===== config.mk =====
export PLATFORM = sky130hd
export DESIGN_NAME = ism_source_map
export DESIGN_NICKNAME = d
export VERILOG_FILES = /design/src/logic/ism_pkg.sv /design/src/logic/ism_source_map.sv /design/src/logic/ism_sync.sv /design/src/logic/ism_combine.sv
export SDC_FILE = /design/constraint.sdc
export NUM_CORES = 1
export LEC_CHECK = 0
export BUFFER_PORTS_ARGS = -buffer_cell sky130_fd_sc_hd__clkbuf_2
export CAP_MARGIN = 20
export CELL_PAD_IN_SITES_DETAIL_PLACEMENT = 1
export CELL_PAD_IN_SITES_GLOBAL_PLACEMENT = 1
export CORE_ASPECT_RATIO = 2
export CORE_MARGIN = 8
export CORE_UTILIZATION = 46
export CTS_BUF_LIST = sky130_fd_sc_hd__clkbuf_16
export DETAILED_ROUTE_END_ITERATION = 16
export GPL_ROUTABILITY_DRIVEN = 0
export PLACE_DENSITY = 0.81
export SETUP_SLACK_MARGIN = 0.3
export SLEW_MARGIN = 20
export SYNTH_ARGS = -nofsm -noshare
export SYNTH_HDL_FRONTEND = slang
export SYNTH_HIERARCHICAL = 1
export SYNTH_SLANG_ARGS = --single-unit

===== constraint.sdc =====
create_clock -name clk -period 2.7 [get_ports clk]
set_clock_uncertainty 0.2 [all_clocks]
set_input_delay 0 -clock clk [delete_from_list [all_inputs] [get_ports clk]]
set_output_delay 0 -clock clk [all_outputs]
set_load 0.005 [all_outputs]

===== src/logic/ism_pkg.sv =====
`default_nettype none
package ism_pkg;

  localparam int NUM_LINES = 47;
  localparam int NUM_WAKE = 40;
  localparam int PORT_PINS = 12;
  localparam int PORT3_PINS = 4;

  // Line numbers
  localparam int LINE_PORT0_BASE = 0;
  localparam int LINE_PORT1_BASE = 12;
  localparam int LINE_PORT2_BASE = 24;
  localparam int LINE_PORT3_BASE = 36;
  localparam int LINE_TWO_WIRE = 40;
  localparam int LINE_T16_FIRST = 41;
  localparam int LINE_T16_SECOND = 42;
  localparam int LINE_T32_FIRST = 43;
  localparam int LINE_T32_SECOND = 44;
  localparam int LINE_SSP = 45;
  localparam int LINE_UART = 46;

  // Vector offsets of the peripheral lines
  localparam logic [7:0] VEC_TWO_WIRE = 8'hA0;
  localparam logic [7:0] VEC_T16_FIRST = 8'hA4;
  localparam logic [7:0] VEC_T16_SECOND = 8'hA8;
  localparam logic [7:0] VEC_T32_FIRST = 8'hAC;
  localparam logic [7:0] VEC_T32_SECOND = 8'hB0;
  localparam logic [7:0] VEC_SSP = 8'hB4;
  localparam logic [7:0] VEC_UART = 8'hB8;

  // Register map (word addresses are byte offsets)
  localparam int ADDR_W = 8;
  localparam logic [7:0] REG_RAW_LO = 8'h00;
  localparam logic [7:0] REG_RAW_HI = 8'h04;
  localparam logic [7:0] REG_STAT_LO = 8'h08;
  localparam logic [7:0] REG_STAT_HI = 8'h0C;
  localparam logic [7:0] REG_CLR_LO = 8'h10;
  localparam logic [7:0] REG_CLR_HI = 8'h14;
  localparam logic [7:0] REG_EN_LO = 8'h18;
  localparam logic [7:0] REG_EN_HI = 8'h1C;
  localparam logic [7:0] REG_WAKE_EN_LO = 8'h20;
  localparam logic [7:0] REG_WAKE_EN_HI = 8'h24;
  localparam logic [31:0] WAKE_EN_RESET = 32'hFFFFFFFF;
  localparam logic [31:0] EN_RESET = 32'h00000000;
  localparam int HI_BITS = NUM_LINES - 32;

  typedef struct packed {
    logic [3:0] match;
    logic capture0;
  } ism_timer_t;

  typedef struct packed {
    logic txHalfEmpty;
    logic rxHalfFull;
    logic rxTimeout;
    logic rxOverrun;
  } ism_ssp_t;

  typedef struct packed {
    logic rx_line_status_irq;
    logic tx_holding_empty_irq;
    logic rx_data_ready_irq;
    logic char_timeout_irq;
    logic modemChange;
    logic autobaud_done_irq;
    logic autobaud_timeout_irq;
  } ism_uart_t;

  typedef struct packed {
    logic [ADDR_W-1:0] addr;
    logic [31:0] wdata;
    logic wr;
    logic rd;
  } ism_bus_t;

endpackage
`default_nettype wire


===== src/logic/ism_source_map.sv =====
`timescale 1ns/100ps
`default_nettype none
// Operation
// - Lines 0..39 are pin wake-up starts
// - Lines 0..11 follow port 0 pins 0..11
// - Lines 12..23 follow port 1 pins
// - Lines 24..35 follow port 2 pins
// - Lines 36..39 follow port 3 pins 0..3
// - Line 41 ORs first timer16 matches, capture
// - Line 46 UART, includes rx line status
// - UART line includes tx holding empty
// - UART line includes rx data ready
// - UART line includes character time-out
// - UART includes modem change, autobaud done
// - UART line includes autobaud time-out
module ism_source_map (
  input wire logic clk,
  input wire logic nrst,
  input wire logic [11:0] port0_pin0,
  input wire logic [11:0] port1_pin0,
  input wire logic [11:0] port2_pin0,
  input wire logic [3:0] port3_pin0,
  input wire logic two_wire_controller,
  input wire ism_pkg::ism_timer_t timer16_first,
  input wire ism_pkg::ism_timer_t timer16_second,
  input wire ism_pkg::ism_timer_t timer32_first,
  input wire ism_pkg::ism_timer_t timer32_second,
  input wire ism_pkg::ism_ssp_t sync_serial_port,
  input wire ism_pkg::ism_uart_t uartFlags,
  input wire logic [ism_pkg::ADDR_W-1:0] addr,
  input wire logic [31:0] wdata,
  input wire logic wr,
  input wire logic rd,
  output logic [31:0] rdata,
  output logic [ism_pkg::NUM_LINES-1:0] irqLines,
  output logic irq
);
  localparam int HB = ism_pkg::HI_BITS;

  logic [ism_pkg::NUM_WAKE-1:0] pinSync;
  logic [ism_pkg::NUM_WAKE-1:0] wakeLines;
  logic [6:0] periphLines;
  logic [ism_pkg::NUM_LINES-1:0] rawLines;
  logic [ism_pkg::NUM_LINES-1:0] prevLines;
  logic [ism_pkg::NUM_LINES-1:0] status;
  logic [ism_pkg::NUM_LINES-1:0] enable;
  logic [ism_pkg::NUM_WAKE-1:0] wakeEnable;
  logic [ism_pkg::NUM_LINES-1:0] next_status;
  logic [63:0] rawWide;
  logic [63:0] statWide;
  logic [63:0] enWide;
  logic [63:0] wakeEnWide;
  wire [ism_pkg::NUM_LINES-1:0] riseEvent;
  wire [ism_pkg::NUM_LINES-1:0] clrMask;
  wire wrClrLo;
  wire wrClrHi;
  wire wrEnLo;
  wire wrEnHi;
  wire wrWakeLo;
  wire wrWakeHi;
  logic [31:0] readMux;

  // Pins are asynchronous; resync before any logic sees them
  ism_sync #(.WIDTH(ism_pkg::NUM_WAKE)) pinSyncer (
    .clk(clk),
    .nrst(nrst),
    .async({port3_pin0, port2_pin0, port1_pin0, port0_pin0}),
    .synced(pinSync)
  );

  // Bit index = line number: port0 at 0, port1 at 12, port2 at 24, port3 at 36
  assign wakeLines = pinSync & wakeEnable;

  ism_combine combiner (
    .twoWireStateChange(two_wire_controller),
    .timer16First(timer16_first),
    .timer16Second(timer16_second),
    .timer32First(timer32_first),
    .timer32Second(timer32_second),
    .sspFlags(sync_serial_port),
    .uartFlags(uartFlags),
    .periphLines(periphLines)
  );

  assign rawLines = {periphLines, wakeLines};

  // Lines are levels to the core; held in flops for clean timing
  always_ff @(posedge clk) begin
    if (!nrst) begin
      irqLines <= '0;
    end else begin
      irqLines <= rawLines;
    end
  end

  // Sticky capture of rising edges for software polling and the summary irq
  always_ff @(posedge clk) begin
    if (!nrst) begin
      prevLines <= '0;
    end else begin
      prevLines <= rawLines;
    end
  end

  assign riseEvent = rawLines & ~prevLines;

  assign wrClrLo = wr && (addr == ism_pkg::REG_CLR_LO);
  assign wrClrHi = wr && (addr == ism_pkg::REG_CLR_HI);
  assign wrEnLo = wr && (addr == ism_pkg::REG_EN_LO);
  assign wrEnHi = wr && (addr == ism_pkg::REG_EN_HI);
  assign wrWakeLo = wr && (addr == ism_pkg::REG_WAKE_EN_LO);
  assign wrWakeHi = wr && (addr == ism_pkg::REG_WAKE_EN_HI);

  assign clrMask = {(wrClrHi ? wdata[HB-1:0] : {HB{1'b0}}),
      (wrClrLo ? wdata : 32'h00000000)};

  // A new event in the clearing cycle survives the clear
  assign next_status = (status & ~clrMask) | riseEvent;

  always_ff @(posedge clk) begin
    if (!nrst) begin
      status <= '0;
    end else begin
      status <= next_status;
    end
  end

  always_ff @(posedge clk) begin
    if (!nrst) begin
      enable <= {ism_pkg::EN_RESET[HB-1:0], ism_pkg::EN_RESET};
    end else begin
      if (wrEnLo) begin
        enable[31:0] <= wdata;
      end
      if (wrEnHi) begin
        enable[ism_pkg::NUM_LINES-1:32] <= wdata[HB-1:0];
      end
    end
  end

  always_ff @(posedge clk) begin
    if (!nrst) begin
      wakeEnable <= {ism_pkg::WAKE_EN_RESET[ism_pkg::NUM_WAKE-33:0],
          ism_pkg::WAKE_EN_RESET};
    end else begin
      if (wrWakeLo) begin
        wakeEnable[31:0] <= wdata;
      end
      if (wrWakeHi) begin
        wakeEnable[ism_pkg::NUM_WAKE-1:32] <= wdata[ism_pkg::NUM_WAKE-33:0];
      end
    end
  end

  assign irq = |(status & enable);

  assign rawWide = {{(64 - ism_pkg::NUM_LINES){1'b0}}, rawLines};
  assign statWide = {{(64 - ism_pkg::NUM_LINES){1'b0}}, status};
  assign enWide = {{(64 - ism_pkg::NUM_LINES){1'b0}}, enable};
  assign wakeEnWide = {{(64 - ism_pkg::NUM_WAKE){1'b0}}, wakeEnable};

  // Clear registers are write-only and read as zero, as do unmapped addresses
  always_comb begin
    unique case (addr)
      ism_pkg::REG_RAW_LO: readMux = rawWide[31:0];
      ism_pkg::REG_RAW_HI: readMux = rawWide[63:32];
      ism_pkg::REG_STAT_LO: readMux = statWide[31:0];
      ism_pkg::REG_STAT_HI: readMux = statWide[63:32];
      ism_pkg::REG_EN_LO: readMux = enWide[31:0];
      ism_pkg::REG_EN_HI: readMux = enWide[63:32];
      ism_pkg::REG_WAKE_EN_LO: readMux = wakeEnWide[31:0];
      ism_pkg::REG_WAKE_EN_HI: readMux = wakeEnWide[63:32];
      default: readMux = 32'h00000000;
    endcase
  end

  always_ff @(posedge clk) begin
    if (!nrst) begin
      rdata <= 32'h00000000;
    end else if (rd) begin
      rdata <= readMux;
    end else begin
      rdata <= 32'h00000000;
    end
  end
endmodule
`default_nettype wire


===== src/logic/ism_sync.sv =====
`timescale 1ns/100ps
`default_nettype none
// Two-flop synchroniser, one per bit
module ism_sync #(
  parameter int WIDTH = 1
) (
  input wire logic clk,
  input wire logic nrst,
  input wire logic [WIDTH-1:0] async,
  output logic [WIDTH-1:0] synced
);
  logic [WIDTH-1:0] stage1;

  always_ff @(posedge clk) begin
    if (!nrst) begin
      stage1 <= '0;
      synced <= '0;
    end else begin
      stage1 <= async;
      synced <= stage1;
    end
  end
endmodule
`default_nettype wire


===== src/logic/ism_combine.sv =====
`timescale 1ns/100ps
`default_nettype none
// OR-reduces peripheral flags into lines 40..46
module ism_combine (
  input wire logic twoWireStateChange,
  input wire ism_pkg::ism_timer_t timer16First,
  input wire ism_pkg::ism_timer_t timer16Second,
  input wire ism_pkg::ism_timer_t timer32First,
  input wire ism_pkg::ism_timer_t timer32Second,
  input wire ism_pkg::ism_ssp_t sspFlags,
  input wire ism_pkg::ism_uart_t uartFlags,
  output logic [6:0] periphLines
);
  wire twoWireLine;
  wire t16FirstLine;
  wire t16SecondLine;
  wire t32FirstLine;
  wire t32SecondLine;
  wire sspLine;
  wire uartLine;

  assign twoWireLine = twoWireStateChange;
  // First 16-bit timer has matches 0..2 only
  assign t16FirstLine = (|timer16First.match[2:0]) | timer16First.capture0;
  // Second 16-bit timer has matches 0..1 only
  assign t16SecondLine = (|timer16Second.match[1:0]) | timer16Second.capture0;
  assign t32FirstLine = (|timer32First.match) | timer32First.capture0;
  assign t32SecondLine = (|timer32Second.match) | timer32Second.capture0;
  assign sspLine = sspFlags.txHalfEmpty | sspFlags.rxHalfFull
      | sspFlags.rxTimeout | sspFlags.rxOverrun;
  assign uartLine = uartFlags.rx_line_status_irq
      | uartFlags.tx_holding_empty_irq
      | uartFlags.rx_data_ready_irq
      | uartFlags.char_timeout_irq
      | uartFlags.modemChange | uartFlags.autobaud_done_irq
      | uartFlags.autobaud_timeout_irq;

  assign periphLines = {uartLine, sspLine, t32SecondLine, t32FirstLine,
      t16SecondLine, t16FirstLine, twoWireLine};
endmodule
`default_nettype wire


==> impl_results.md <==
- Final worst-path cycle share: 0.902
- WP data arrival: 2240 ps
- Syn avg cell area: 9.67 um^2
- Sequential area share after synthesis: 0.517
- Worst Slack Setup Final: 265 ps
- H-tree depth: 1
- GRT overflow: 0
- Crit Path Max Fanout: 3
- Layout cell share with drive strength beyond 1: 0.238
- Via count: 10300
- Worst hold stages: 5
- WS Path Type: flip-flop to primary output
- Met2 wire length: approximately 23000 um
- NetSw: 2.10 mW
- Crit-path slowest cell: or4_4
- Sw Ratio: 0.234
- Syn Inst Count: 1173
- Core Footprint: about 0.024 mm^2
- Register area: 0.00587 mm^2
- Initial DRC Count: approximately 600
- Fill cells: approximately 2700
- Residual DRC: 0
- Static Leakage: 6.53 nW
- Slew @ Worst Pin: a little over 700 ps
- PortBufs: around 190
- Antenna violations before repair: 2
- CTS tree: done
- Max incr delay on CP: ~570 ps
- Logic pwr share: 0.076
- Fin. Hold Viols: 0
- Ys Warns: 6
- First-pass GRT wire length: between 60000 and 70000 um
- Fin util: 0.611
- # clock sinks: roughly 300
- Cell area after synthesis: roughly 0.011 mm^2
- Design Power: 9.00 mW
- Worst ir drop on vdd: around 0.46 mV
- RSZ-0062 raised after global routing: yes
- Post-Route WL: 42400 um
- Initial Util: 0.466
- DRT Pass-1 Iters: 6
- Pint: 6.90 mW
- Reg2Reg Depth: 4
- Main synth FF type: dfxtp_1
- Vias per Instance: roughly 5.8
- Critical Path Start: status[22]
- Largest net degree at the start of global routing: 91
- Setup Total Neg Slack: 0 ps
- Minimum clock period after layout: between 2000 and 2500 ps
- Max layer used: met4
- I/O pin count: ~200
- Worst slack, placed: 480 ps
- Synth area leader: dfxtp_1
- Max-Cap Viols: 0
- Synth async-reset ratio: 0
- GR Util All Layers: 0.278
- Post-route ant nets: 0
- Net count of the mapped netlist: 1289
- Metal3 WL: between 2000 and 2500 um
- Syn-to-layout area delta: 31.0%
- Largest cells by area after synthesis: dfxtp_1 52%, nand2_1 6.8%, a21boi_0 4.0%
- Hold WC Path Type: primary input to flip-flop
- #FFs+latches synth: 293
- Post-synth EDFFs: 0
- Die extent in y: approximately 240 um
- Vias in the first global route: ~11000
- Synth top area share: 0.517
- # rows: 81
- CTS max path bufs: 3
- Clock root buffer: clkbuf_16
- Synth unique cells: 53
- Die width: 127 um
- Reg-to-reg startpoint: wakeEnable[14]
- Crit-path cells: a22o_1, a221oi_2, nand4_1, or4_4, clkbuf_2
- Power Density: 606 mW/mm^2
- Hpwl dp: 26300 um
- Clock Pin Slew Worst Setup and Hold Paths: roughly 70 ps
- Final setup vio count: 0
- Crit end category: primary output
- Die ar.: between 0.03 and 0.04 mm^2
- Slew HR: 0.520
- Type of element launching the critical path: flip-flop
- Hold_sp: addr[2]
- Area of the multi-input gates: 0.00509 mm^2
- Status: finished, final reports clean
- Clk_lat worst skew: 550 ps
- Layout Nets: 1595
- Slew Limit Fails: 0
- Sequential power share: 0.504
- TritonCTS Buffers: 26
- Clock network power share: 0.420
- CP Data Required Time: 2500 ps
- Max Clock Freq: just over 400 MHz
- Routed metal-1 wirelength: 14300 um
- Wire per inst: 23.7 um
## path summary, 6_finish.rpt
kind | end | slack [ps]
max reg2reg | rdata[14] | 890
min reg2reg | pinSyncer/synced[2] | 240
min | rdata[15] | 0.5
max | irq | 260
## critical path: cells and delay by family (launching register included)
family / cells / cell delay (ps)
AO/OA/AOI/OAI: 2 / 500
buffers and inverters: 1 / 130
AND/OR/NAND/NOR: 2 / 720
flip-flops: 1 / 330
## final cells by class
| class | count | share of cell area |
|---|---|---|
| inverters | 7 | 0.00177 |
| flip-flops and latches | 293 | 0.395 |
| well taps | 290 | 0.0244 |
| clock buffers | 27 | 0.0455 |
| clock inverters | 20 | 0.0114 |
| multi-input cells | 790 | 0.343 |
| repair buffers | 361 | 0.178 |
| diodes | 2 | 0.000337 |
## routing by layer
metal | vias to the layer above | track usage
met5 | - | 0
met4 | 0 | 0.203
met3 | 177 | 0.0584
met2 | 385 | 0.515
met1 | 5085 | 0.263
li1 | 4676 | -
## power by group through the flow
stage	sequential [mW]	combinational, mW	clock, mW
2_1_floorplan	4.59	0.286	0
3_3_place_gp	4.62	0.483	0
3_5_place_dp	4.63	0.499	0
4_1_cts	4.53	0.656	3.79
5_1_grt	4.55	0.733	4.00
6_report	4.54	0.684	3.78
## synth_stat cells (7+ instances only)
library cell	instances
a21boi_0	61
a21boi_1	11
and3_1	49
buf_2	23
o21ai_0	10
a22o_1	21
mux2_2	16
a32o_1	7
nor3_1	13
a222oi_1	11
nor2_1	40
o21a_1	40
inv_1	7
a31oi_1	18
clkbuf_1	32
and2_2	57
nand3_1	54
and2_1	37
o211ai_1	8
a221oi_1	8
nand2_1	205
mux2i_1	39
dfxtp_1	293
nor2b_1	28
buf_4	13
clkbuf_2	8
a21oi_1	12
## cells by family after synthesis
kind of cell / share of synthesized area
buffers and inverters: 0.0402
multiplexers: 0.0622
flip-flops: 0.517
AND/OR/NAND/NOR: 0.232
AO/OA/AOI/OAI: 0.148
## flip-flops by register name, summed over array words and instances, names as in the netlist
name              count
pinSyncer/synced     40
prevLines            47
wakeEnable           40
status               47
rdata                32
pinSyncer/stage1     40
enable               47
## per-stage QoR
step                      hold slack (ps)  instance area (um^2)  cells
after floorplan                     -76.0                 11300   1173
after global placement               5.34                 12500   1594
after detailed placement             11.1                 12500   1594
after CTS                           0.513                 14800   1784
after global routing                 9.46                 14900   1790
final                               0.491                 14900   1790
## layout by cell type, fill, tap and decap left out, types with 3 or more instances in the layout
cell           count
a21boi_0          61
a21boi_1          11
a21oi_1           12
a221oi_1           3
a221oi_2           5
a222oi_1          11
a22o_1            21
a22oi_1            6
a2bb2o_1           4
a31oi_1           18
a32o_1             7
and2_1            37
and2_2            57
and3_1            49
buf_12             4
buf_4             20
bufinv_16          3
clkbuf_16         27
clkbuf_2         191
clkinv_1           4
clkinv_2           5
dfxtp_1          289
dfxtp_2            3
dlygate4sd3_1    144
inv_1             13
mux2_2            16
mux2i_1           39
mux4_2             6
nand2_1          205
nand3_1           53
nand4_1            3
nor2_1            40
nor2b_1           28
nor3_1            13
o211ai_1           8
o21a_1            40
o21ai_0           10
or4_1              3
## timing repair
| item | 4_1_cts | 5_1_grt |
|---|---|---|
| pin swaps | 2 | 4 |
| endpoints found under the hold margin | 236 | 5 |
| gates resized for setup | 8 | 7 |
| endpoints found under the setup margin | 1 | 4 |
| buffers inserted | 0 | 3 |
| hold buffers | 143 | 1 |
(Power assumes the default switching activity.)
